===== config.mk =====
export PLATFORM = sky130hd
export DESIGN_NAME = startup_self_test_fault_report
export DESIGN_NICKNAME = d
export VERILOG_FILES = /design/src/selftest_pkg.sv /design/src/stim_if.sv /design/src/verify_latch.sv /design/src/startup_self_test_fault_report.sv
export SDC_FILE = /design/constraint.sdc
export NUM_CORES = 1
export LEC_CHECK = 0
export BUFFER_PORTS_ARGS = -buffer_cell sky130_fd_sc_hd__buf_2
export CAP_MARGIN = 5
export CELL_PAD_IN_SITES_DETAIL_PLACEMENT = 1
export CELL_PAD_IN_SITES_GLOBAL_PLACEMENT = 2
export CORE_ASPECT_RATIO = 1.4
export CORE_MARGIN = 10
export CORE_UTILIZATION = 41
export CTS_CLUSTER_SIZE = 8
export DETAILED_ROUTE_END_ITERATION = 8
export PLACE_DENSITY_LB_ADDON = 0.1
export RECOVER_POWER = 50
export REMOVE_ABC_BUFFERS = 1
export SETUP_SLACK_MARGIN = 0.4
export SYNTH_ARGS = -nofsm -noshare
export SYNTH_HDL_FRONTEND = slang
export SYNTH_SLANG_ARGS = --single-unit

===== constraint.sdc =====
create_clock -name i_clk -period 4 [get_ports i_clk]
set_input_delay 0.2 -clock i_clk [delete_from_list [all_inputs] [get_ports i_clk]]
set_output_delay 0.2 -clock i_clk [all_outputs]
set_load 0.01 [all_outputs]

===== src/selftest_pkg.sv =====
/*
  Constants for the startup self-test and fault report logic.
  Assumes a single 20 MHz clock domain.
*/
package selftest_pkg;
  localparam int          CLK_HZ          = 20_000_000;
  localparam int          NUM_RAILS       = 5;
  // rail index within the detector vectors
  localparam int          RAIL_PREREG     = 0;
  localparam int          RAIL_MCU        = 1;
  localparam int          RAIL_GEN5V      = 2;
  localparam int          RAIL_SENS1      = 3;
  localparam int          RAIL_SENS2      = 4;
  // cycles each detector stimulus is held, and settle time per step
  localparam logic [7:0]  STIM_CYCLES     = 8'h10;
  localparam logic [7:0]  SETTLE_CYCLES   = 8'h04;
  // reset values
  localparam logic [4:0]  VERIFY_RST      = 5'h00;
  localparam logic        SENS_EN_RST     = 1'b0;
  localparam logic        MCU_SEL_5V      = 1'b1;
endpackage : selftest_pkg


===== src/stim_if.sv =====
/*
  Interface carrying detector status, test phases, clear and verify results between
  the sequencer and the verify latch.
  Assumes both ends share i_clk.
*/
`timescale 1ns/10ps
interface stim_if;
  logic [4:0] uv_diag;
  logic [4:0] ov_diag;
  logic       ot_diag;
  logic       clear;
  logic       uv_phase;
  logic       ov_phase;
  logic       ot_phase;
  logic [4:0] uv_ok;
  logic [4:0] ov_ok;
  logic       ot_ok;
  modport seq   (output uv_diag, ov_diag, ot_diag, clear, uv_phase,
                 ov_phase, ot_phase, input uv_ok, ov_ok, ot_ok);
  modport latch (input uv_diag, ov_diag, ot_diag, clear, uv_phase,
                 ov_phase, ot_phase, output uv_ok, ov_ok, ot_ok);
endinterface : stim_if


===== src/verify_latch.sv =====
/*
  Verify result latches: a uv or ov bit sets when its detector toggles,
  the ot bit when its detector rises, during its own test phase, and holds until the next clear.
  Assumes synchronised diagnostic inputs.
*/
`timescale 1ns/10ps
module verify_latch
  import selftest_pkg::*;
(
  input  wire logic i_clk,
  input  wire logic i_nrst,
  stim_if.latch     s
);
  logic [4:0] uv_prev_q;
  logic [4:0] ov_prev_q;
  logic       ot_prev_q;
  logic [4:0] uv_ok_q;
  logic [4:0] ov_ok_q;
  logic       ot_ok_q;

  always_ff @(posedge i_clk or negedge i_nrst) begin
    if (!i_nrst) begin
      uv_prev_q <= VERIFY_RST;
      ov_prev_q <= VERIFY_RST;
      ot_prev_q <= 1'b0;
    end else begin
      uv_prev_q <= s.uv_diag;
      ov_prev_q <= s.ov_diag;
      ot_prev_q <= s.ot_diag;
    end
  end

  // ------------------------------------------------------------
  // per-rail latches
  // ------------------------------------------------------------
  for (genvar g = 0; g < NUM_RAILS; g++) begin : g_rail
    always_ff @(posedge i_clk or negedge i_nrst) begin
      if (!i_nrst) begin
        uv_ok_q[g] <= 1'b0;
        ov_ok_q[g] <= 1'b0;
      end else begin
        if (s.uv_phase && (s.uv_diag[g] != uv_prev_q[g]))
          uv_ok_q[g] <= 1'b1;
        else if (s.clear)
          uv_ok_q[g] <= 1'b0;
        if (s.ov_phase && (s.ov_diag[g] != ov_prev_q[g]))
          ov_ok_q[g] <= 1'b1;
        else if (s.clear)
          ov_ok_q[g] <= 1'b0;
      end
    end
  end

  always_ff @(posedge i_clk or negedge i_nrst) begin
    if (!i_nrst) begin
      ot_ok_q <= 1'b0;
    end else if (s.ot_phase && s.ot_diag && !ot_prev_q) begin
      ot_ok_q <= 1'b1;
    end else if (s.clear) begin
      ot_ok_q <= 1'b0;
    end
  end

  assign s.uv_ok = uv_ok_q;
  assign s.ov_ok = ov_ok_q;
  assign s.ot_ok = ot_ok_q;
endmodule : verify_latch


===== src/startup_self_test_fault_report.sv =====
/*
  Startup self-test sequencer, enable logic, supply-good and fault
  flag outputs, power-on-enable monitor.
  Assumes analog comparator outputs and pins arrive asynchronously
  and the verify bits are read out by a separate serial block.
*/
`timescale 1ns/10ps

module startup_self_test_fault_report
  import selftest_pkg::*;
(
  input  wire logic       i_clk,
  input  wire logic       i_nrst,
  input  wire logic       i_logic_enable_in,
  input  wire logic       i_ignition_enable_in,
  input  wire logic [4:0] i_uv_diag,
  input  wire logic [4:0] i_ov_diag,
  input  wire logic       i_ot_diag,
  input  wire logic       i_other_fault,
  input  wire logic       i_power_on_enable_pin,
  input  wire logic       i_power_on_enable_demand,
  input  wire logic       i_mcu_rail_voltage_select,
  input  wire logic       i_sensor_rail_enable,
  input  wire logic       i_verify_reset,
  output logic            o_regulators_enable,
  output logic            o_supply_good_reset_out,
  output logic            o_fault_flag_low,
  output logic            o_power_on_enable_out,
  output logic            o_output_enable_match_status,
  output logic            o_mcu_rail_5v,
  output logic            o_sensor_rails_enable,
  output logic [4:0]      o_uv_stim,
  output logic [4:0]      o_ov_stim,
  output logic            o_ot_stim,
  output logic [4:0]      o_uv_verify,
  output logic [4:0]      o_ov_verify,
  output logic            o_overtemp_verify_bit,
  output logic            o_selftest_done,
  output logic            o_selftest_fail
);
  typedef enum logic [2:0] {
    ST_CLEAR, ST_UV, ST_OV, ST_OT, ST_DONE
  } seq_e;

  // ------------------------------------------------------------
  // input synchronisers
  // ------------------------------------------------------------
  localparam int SW = 17;
  localparam logic [SW-1:0] SYNC_RST = {{(SW-2){1'b0}}, MCU_SEL_5V,
                                        SENS_EN_RST};
  logic [SW-1:0] in_raw;
  logic [SW-1:0] sync1_q;
  logic [SW-1:0] sync2_q;
  assign in_raw = {i_logic_enable_in, i_ignition_enable_in, i_uv_diag,
                   i_ov_diag, i_ot_diag, i_other_fault,
                   i_power_on_enable_pin, i_mcu_rail_voltage_select,
                   i_sensor_rail_enable};

  always_ff @(posedge i_clk or negedge i_nrst) begin
    if (!i_nrst) begin
      sync1_q <= SYNC_RST;
      sync2_q <= SYNC_RST;
    end else begin
      sync1_q <= in_raw;
      sync2_q <= sync1_q;
    end
  end

  logic       en_logic, en_ign, ot_s, other_s, poe_pin_s, sel_s, sens_s;
  logic [4:0] uv_s, ov_s;
  assign {en_logic, en_ign, uv_s, ov_s, ot_s, other_s, poe_pin_s,
          sel_s, sens_s} = sync2_q;

  // ------------------------------------------------------------
  // self-test sequencer
  // ------------------------------------------------------------
  seq_e       state_q;
  logic [2:0] rail_q;
  logic [7:0] cnt_q;
  logic       step_end;
  assign step_end = (cnt_q == STIM_CYCLES + SETTLE_CYCLES);

  stim_if s ();
  verify_latch u_verify (
    .i_clk  (i_clk),
    .i_nrst (i_nrst),
    .s      (s)
  );

  always_ff @(posedge i_clk or negedge i_nrst) begin
    if (!i_nrst) begin
      state_q <= ST_CLEAR;
      rail_q  <= 3'h0;
      cnt_q   <= 8'h00;
    end else begin
      unique case (state_q)
        ST_CLEAR: begin
          state_q <= ST_UV;
          rail_q  <= 3'h0;
          cnt_q   <= 8'h00;
        end
        ST_UV, ST_OV: begin
          if (!step_end) begin
            cnt_q <= cnt_q + 8'h01;
          end else begin
            cnt_q <= 8'h00;
            if (rail_q == 3'(NUM_RAILS - 1)) begin
              rail_q  <= 3'h0;
              state_q <= (state_q == ST_UV) ? ST_OV : ST_OT;
            end else begin
              rail_q <= rail_q + 3'h1;
            end
          end
        end
        ST_OT: begin
          if (!step_end) begin
            cnt_q <= cnt_q + 8'h01;
          end else begin
            cnt_q   <= 8'h00;
            state_q <= ST_DONE;
          end
        end
        ST_DONE: begin
          if (i_verify_reset) begin
            state_q <= ST_CLEAR;
          end
        end
      endcase
    end
  end

  logic stim_on;
  assign stim_on = (cnt_q < STIM_CYCLES);

  always_ff @(posedge i_clk or negedge i_nrst) begin
    if (!i_nrst) begin
      o_uv_stim <= 5'h00;
    end else begin
      o_uv_stim <= (state_q == ST_UV && stim_on) ?
                   5'(5'h01 << rail_q) : 5'h00;
    end
  end

  always_ff @(posedge i_clk or negedge i_nrst) begin
    if (!i_nrst) begin
      o_ov_stim <= 5'h00;
    end else begin
      o_ov_stim <= (state_q == ST_OV && stim_on) ?
                   5'(5'h01 << rail_q) : 5'h00;
    end
  end

  always_ff @(posedge i_clk or negedge i_nrst) begin
    if (!i_nrst) begin
      o_ot_stim <= 1'b0;
    end else begin
      o_ot_stim <= (state_q == ST_OT) && stim_on;
    end
  end

  assign s.uv_diag  = uv_s;
  assign s.ov_diag  = ov_s;
  assign s.ot_diag  = ot_s;
  assign s.clear    = (state_q == ST_CLEAR);
  assign s.uv_phase = (state_q == ST_UV);
  assign s.ov_phase = (state_q == ST_OV);
  assign s.ot_phase = (state_q == ST_OT);

  // ------------------------------------------------------------
  // regulator enable and rail controls
  // ------------------------------------------------------------
  always_ff @(posedge i_clk or negedge i_nrst) begin
    if (!i_nrst) begin
      o_regulators_enable <= 1'b0;
    end else begin
      o_regulators_enable <= en_logic | en_ign;
    end
  end

  always_ff @(posedge i_clk or negedge i_nrst) begin
    if (!i_nrst) begin
      o_mcu_rail_5v <= MCU_SEL_5V;
    end else begin
      o_mcu_rail_5v <= sel_s;
    end
  end

  always_ff @(posedge i_clk or negedge i_nrst) begin
    if (!i_nrst) begin
      o_sensor_rails_enable <= SENS_EN_RST;
    end else begin
      o_sensor_rails_enable <= sens_s;
    end
  end

  // ------------------------------------------------------------
  // supply good
  // ------------------------------------------------------------
  always_ff @(posedge i_clk or negedge i_nrst) begin
    if (!i_nrst) begin
      o_supply_good_reset_out <= 1'b0;
    end else begin
      o_supply_good_reset_out <= !uv_s[RAIL_MCU] && !ov_s[RAIL_MCU] &&
                                 (state_q == ST_DONE);
    end
  end

  // ------------------------------------------------------------
  // power-on-enable monitor
  // ------------------------------------------------------------
  logic poe_mismatch;
  assign poe_mismatch = (poe_pin_s != o_power_on_enable_out);

  always_ff @(posedge i_clk or negedge i_nrst) begin
    if (!i_nrst) begin
      o_power_on_enable_out <= 1'b0;
    end else begin
      o_power_on_enable_out <= i_power_on_enable_demand;
    end
  end

  always_ff @(posedge i_clk or negedge i_nrst) begin
    if (!i_nrst) begin
      o_output_enable_match_status <= 1'b1;
    end else begin
      o_output_enable_match_status <= !poe_mismatch;
    end
  end

  // ------------------------------------------------------------
  // fault flag
  // ------------------------------------------------------------
  logic [NUM_RAILS-1:0] rail_fault;
  logic                 other_rail_fault;
  logic                 selftest_fail_d;

  // mcu rail status goes to supply good only
  for (genvar g = 0; g < NUM_RAILS; g++) begin : g_rail_fault
    if (g == RAIL_MCU) begin : g_mcu
      assign rail_fault[g] = 1'b0;
    end else begin : g_other
      assign rail_fault[g] = uv_s[g] || ov_s[g];
    end
  end
  assign other_rail_fault = (state_q == ST_DONE) && (|rail_fault);
  assign selftest_fail_d  = (state_q == ST_DONE) &&
                            ((s.uv_ok != 5'h1F) ||
                             (s.ov_ok != 5'h1F) ||
                             !s.ot_ok);

  always_ff @(posedge i_clk or negedge i_nrst) begin
    if (!i_nrst) begin
      o_fault_flag_low <= 1'b1;
    end else begin
      o_fault_flag_low <= !((state_q == ST_OT) ||
                            poe_mismatch ||
                            other_s ||
                            other_rail_fault ||
                            selftest_fail_d);
    end
  end

  // ------------------------------------------------------------
  // readable results
  // ------------------------------------------------------------
  always_ff @(posedge i_clk or negedge i_nrst) begin
    if (!i_nrst) begin
      o_uv_verify           <= VERIFY_RST;
      o_ov_verify           <= VERIFY_RST;
      o_overtemp_verify_bit <= 1'b0;
    end else begin
      o_uv_verify           <= s.uv_ok;
      o_ov_verify           <= s.ov_ok;
      o_overtemp_verify_bit <= s.ot_ok;
    end
  end

  always_ff @(posedge i_clk or negedge i_nrst) begin
    if (!i_nrst) begin
      o_selftest_done <= 1'b0;
    end else begin
      o_selftest_done <= (state_q == ST_DONE);
    end
  end

  always_ff @(posedge i_clk or negedge i_nrst) begin
    if (!i_nrst) begin
      o_selftest_fail <= 1'b0;
    end else begin
      o_selftest_fail <= selftest_fail_d;
    end
  end
endmodule : startup_self_test_fault_report


[Yosys cells after proc, flatten, opt, wreduce, memory -nomap -nowiden]
Index checks and enable logic that the tools add are counted.
Storage, ports and cells
  register bits after elaboration: 101
  latch bits: 0
  RAM bits: 0
  bits in read-only memories: 0
  output and inout bits: 31
  word-level logic and storage cells: 141
  memories: 0
Cells by class
  add/sub/neg operators: 2
  $mul: 0
  divide/modulo/power cells: 0
  $lt $le $gt $ge: 1
  equal/unequal tests: 23
  shift-type cells: 1
  mux-type cells: 25
  bitwise gates (word level): 1
  reductions and logical operators: 54
Operator list (number)
  2-bit nonzero test: 13
  1-bit logical AND: 19
  3-bit 2-to-1 mux: 6
  8-bit case mux with 2 select lines: 1
  1-bit 2-to-1 mux: 13
  3-bit case mux with 4 select lines: 1
  1-bit != test: 11
  1-bit logical OR: 10
  5-bit 2-to-1 mux: 2
  5-bit != test (second input constant): 2
  8-bit by 1-bit adder with 8-bit output (second input constant): 1
  8-bit by 5-bit equality test with 1-bit output (second input constant): 1
  8-bit by 5-bit < comparator with 1-bit output (second input constant): 1
  8-bit 2-to-1 mux: 1
  2-bit != test (second input constant): 4
  3-bit by 2-bit equality test with 1-bit output (second input constant): 2
  3-bit equality test (second input constant): 2
  1-bit logical NOT: 6
  3-bit case mux with 2 select lines: 1
  1-bit by 3-bit left shift with 5-bit output (first input constant): 1
  4-bit AND reduction: 1
  4-bit OR reduction: 1
  3-bit by 1-bit adder with 3-bit output (second input constant): 1
  3-bit by 1-bit equality test with 1-bit output (second input constant): 1
  5 further kinds: 5

[Longest topological paths before layout]
  depth after elaboration: 6
  mapped depth: 8
  depth with buffers taken out: 6

[Cells and area by module]
A second synthesis with hierarchy kept.
Second synthesis, totals
  cells, all modules: 239
  area, all modules: 3443.3 sq um
By module, submodules not included
  startup_self_test_fault_report: instances 1, cells an instance 193, area an instance 2688.8 sq um
  verify_latch: instances 1, cells an instance 46, area an instance 754.5 sq um

[Worst setup path before layout]
OpenSTA, ideal clock, no wires.
  path type: reg-to-reg
  from: register cnt_q[0]
  to: register rail_q[2]
  data arrival time: 1553 ps
  path slack: 2321 ps
  stages on the path, launching flop included: 8
  buffers on the path: 1
  period minus slack after synthesis: 1679 ps
  path through: dfrtp_1 > inv_1 > ha_1 > and4b_1 > buf_6 > nand2_2 > maj3_2 > o32a_1
Between the ends
  cells in the longest elaborated chain, start to end: 3
Ends and longest elaborated chain
  start: declaration: RTL line startup_self_test_fault_report.sv:79  | logic [7:0] cnt_q;
  start signal: assignment: RTL line startup_self_test_fault_report.sv:104  | cnt_q <= cnt_q + 8'h01;
  start signal: assignment: RTL line startup_self_test_fault_report.sv:117  | cnt_q <= cnt_q + 8'h01;
  8-bit by 5-bit equality test with 1-bit output: RTL line startup_self_test_fault_report.sv:81  | assign step_end = (cnt_q == STIM_CYCLES + SETTLE_CYCLES);
  2-bit != test (no line)
  2-bit AND reduction (no line)
  end signal: assignment: RTL line startup_self_test_fault_report.sv:111  | rail_q <= rail_q + 3'h1;
  end: declaration: RTL line startup_self_test_fault_report.sv:78  | logic [2:0] rail_q;
Every way passes these cells.
A chain may end at the register's enable or synchronous reset.

[Worst setup path after layout]
Ends and elaborated chain as after synthesis.

==> results_dict.tcl <==
set metrics [dict create \
    power.density_cell_area_nw_per_um2 630 \
    die_area_um2 12600 \
    clockRootBuffer "sky130_fd_sc_hd__clkbuf_16" \
    yosys.cell_count.top_type "sky130_fd_sc_hd__dfrtp_1" \
    synth-main-ff-cell "sky130_fd_sc_hd__dfrtp_1" \
    synth-warning-count 0 \
    yosys-top-cells-count "sky130_fd_sc_hd__dfrtp_1, sky130_fd_sc_hd__nor2_1, sky130_fd_sc_hd__a21oi_1" \
    clock_buffer_count_from_cts 9 \
    cts_tree "done" \
    areaGrowthSynthToFinish_pct 23.5 \
    maxClockFrequency_mhz 534 \
    min_to "state_q[2]$_DFFE_PN0P_" \
    post-synth-top-area-cell "sky130_fd_sc_hd__dfrtp_1" \
    r2r_end "rail_q[2]$_DFFE_PN0P_" \
    num_rows 39 \
    detail_route.iter0.violations 72 \
    numPortBuffers 51 \
    regToRegSetupSlack_ns 2.13 \
    die_width_um 97.9 \
    die_h_um 129 \
    largest_net_degree_at_the_start_of_global_routing 75 \
    start_util 0.422 \
    largestRegisters "sync1_q: 17 flops, sync2_q: 17 flops, cnt_q: 8 flops" \
    num_vias 2119 \
    tritoncts_num_sinks 101 \
    timing.max_cap.violations 1 \
    timing.critical_path.to_type "flip-flop" \
    clock-skew-final_ns 0.00506 \
    clock_insertion_delay_worst_skew_ns 0.33 \
    final.period_utilization 0.468 \
    ys_async_sr_fraction 1.00 \
    syn_avg_cell_area_um2 13.8 \
    worst_setup_hold_path_clk_slew_ns 0.07 \
    timing_worst_slew_pin_value_ns 1.82 \
    antenna-diode-count 0 \
    wire_length_of_the_first_global_routing_pass_mm 12.2 \
    static-leakage-power_uw 0.00203 \
    detailedRoute.firstPassIterationCount 4 \
    post_cts_buffers 0 \
    worstHoldPathCells 2 \
    multiInputGateArea_um2 853 \
    worstSetupStartpointType "flip-flop" \
    min_path_type "primary input to flip-flop" \
    whs_ns 0.0573 \
    maxSlewViolCount 75 \
    slew_headroom -0.216 \
    arrival_ns 2.10 \
    ys_top_cells_by_area "sky130_fd_sc_hd__dfrtp_1, sky130_fd_sc_hd__dfstp_2, sky130_fd_sc_hd__a21oi_1, sky130_fd_sc_hd__nor2_1, sky130_fd_sc_hd__xor2_1" \
    core_region_area_um2 8250 \
    final_nets 353 \
    grt_pass1_vias 2391 \
    grt.total_usage 0.121 \
    deepest_clock_path_buffer_count 2 \
    worst-r2r-cell-count 6 \
    final-setup-viol-count 0 \
    outcome "finished with violations" \
    post-synth-top-area-fraction 0.690 \
    filler_cell_count 856 \
    setup.worst_path.class "flip-flop to flip-flop" \
    synth_enable_flop_cells 0 \
    detail_route.wirelength_mm 7.10 \
    globalRouteOverflowTotal 0 \
    final.min_clock_period_ns 1.87 \
    ys_ff_latch 101 \
    grt_antenna_before_repair 0 \
    irDropWorstVdd_uv 356 \
    path_max_fanout 8 \
    finalHoldViolCount 0 \
    post_route_drc 0 \
    io_pins 52 \
    synth_sequential_area_ratio 0.728 \
    grt_setup_unrepaired "no" \
    final.setup.tns_ns 0 \
    seqCellArea_um2 2530 \
    dp_hpwl_mm 4.78 \
    synth_cell_type_count 40 \
    hold_path_startpoint "i_verify_reset" \
    detail-route-antenna-nets 0 \
    violations_in_the_final_reports "capacitance limit, slew limit" \
    syn-instance-count 252 \
    ctsHtreeMaxLevel 3 \
    worst_ep_required_time_ns 4.22 \
    detail_route.vias_per_cell 4.91 \
    postCtsHoldBufs 18 \
    netlist_area_um2 3480 \
    critical_path.reg2reg.startpoint "cnt_q[0]$_DFFE_PN0P_" \
    detail_route.wl_per_cell_um 16.4 \
    ratio_of_cells_with_drive_above_1_in_the_final_layout 0.248 \
    gpl.final_weighted_congestion 0.800 \
    post_cts_resize_count 0 \
]
[routing by layer]
metal | track usage | share of wire | wire length (µm)
met1 | 0.135 | 0.40 | 2850
met2 | 0.208 | 0.54 | 3800
met3 | 0.0394 | 0.047 | 334
met4 | 0.0540 | 0.016 | 113
met5 | 0 | 0 | 0
[power by group]
| part | switching [µW] | internal, µW |
|---|---|---|
| Clock | 367 | 504 |
| Combinational | 292 | 214 |
| Sequential | 149 | 1180 |
[cell families (layout without fill, tap and decap cells)]
family | Yosys count | after routing | share of synthesized area
buffers and inverters | 18 | 96 | 0.0270
multiplexers | 4 | 4 | 0.0119
AO/OA/AOI/OAI | 37 | 37 | 0.0658
flip-flops | 101 | 101 | 0.728
XOR/XNOR | 13 | 13 | 0.0327
AND/OR/NAND/NOR | 70 | 70 | 0.103
adder cells (fa/ha/maj) | 9 | 9 | 0.0316
[worst max-delay path, stage by stage, from the launching register on]
cell and delay [ns]:
sky130_fd_sc_hd__dfrtp_1 0.39, sky130_fd_sc_hd__inv_1 0.09, sky130_fd_sc_hd__ha_1 0.14, sky130_fd_sc_hd__and4b_1 0.41, sky130_fd_sc_hd__nand2_2 0.09, sky130_fd_sc_hd__maj3_2 0.31
sky130_fd_sc_hd__o32a_1 0.32
[worst max-delay path by stage]
stage | from | to | cells past startpoint | slack, ns
floorplan | cnt_q[0]$_DFFE_PN0P_ | rail_q[2]$_DFFE_PN0P_ | 6 | 2.25
global placement | cnt_q[0]$_DFFE_PN0P_ | rail_q[2]$_DFFE_PN0P_ | 6 | 2.18
detailed placement | cnt_q[0]$_DFFE_PN0P_ | rail_q[2]$_DFFE_PN0P_ | 6 | 2.13
CTS | cnt_q[0]$_DFFE_PN0P_ | rail_q[2]$_DFFE_PN0P_ | 6 | 2.12
global route | cnt_q[0]$_DFFE_PN0P_ | cnt_q[6]$_DFFE_PN0P_ | 6 | 1.93
finish | cnt_q[0]$_DFFE_PN0P_ | rail_q[2]$_DFFE_PN0P_ | 6 | 2.13
[cells in the final DEF, fill, tap and decap left out, types with 3 or more instances in the layout]
| cell type | n |
|---|---|
| sky130_fd_sc_hd__dfrtp_1 | 96 |
| sky130_fd_sc_hd__dlygate4sd3_1 | 18 |
| sky130_fd_sc_hd__nand3_1 | 10 |
| sky130_fd_sc_hd__o21ai_0 | 3 |
| sky130_fd_sc_hd__mux2i_1 | 3 |
| sky130_fd_sc_hd__nand2_1 | 10 |
| sky130_fd_sc_hd__ha_1 | 7 |
| sky130_fd_sc_hd__inv_1 | 10 |
| sky130_fd_sc_hd__nand3b_1 | 3 |
| sky130_fd_sc_hd__xor2_1 | 11 |
| sky130_fd_sc_hd__a21oi_1 | 22 |
| sky130_fd_sc_hd__clkbuf_16 | 9 |
| sky130_fd_sc_hd__nor4_1 | 4 |
| sky130_fd_sc_hd__dfstp_2 | 5 |
| sky130_fd_sc_hd__buf_2 | 50 |
| sky130_fd_sc_hd__nand4_1 | 3 |
| sky130_fd_sc_hd__nor2_1 | 27 |
| sky130_fd_sc_hd__clkinv_4 | 3 |
| sky130_fd_sc_hd__o22ai_1 | 3 |
[metrics by stage]
stage / util / instance area [µm²] / std cells / worst slack [ns] / total power (µW)
2_1_floorplan: - / 3420 / 244 / 2.25 / 1640
3_3_place_gp: 0.463 / 3820 / 398 / 2.18 / 1840
3_5_place_dp: 0.463 / 3820 / 398 / 2.13 / 1850
4_1_cts: 0.522 / 4300 / 432 / 2.12 / 2750
5_1_grt: 0.521 / 4300 / 432 / 1.93 / 2880
6_report: 0.521 / 4300 / 432 / 2.13 / 2710
[layout make-up]
class,count,area share
Clock buffer,11,0.0565
Inverter,10,0.00873
Tap cell,102,0.0297
Clock inverter,5,0.0143
Sequential cell,101,0.589
Multi-Input combinational cell,133,0.198
Timing Repair Buffer,70,0.103
No activity file was read; power rests on OpenSTA's default activity.
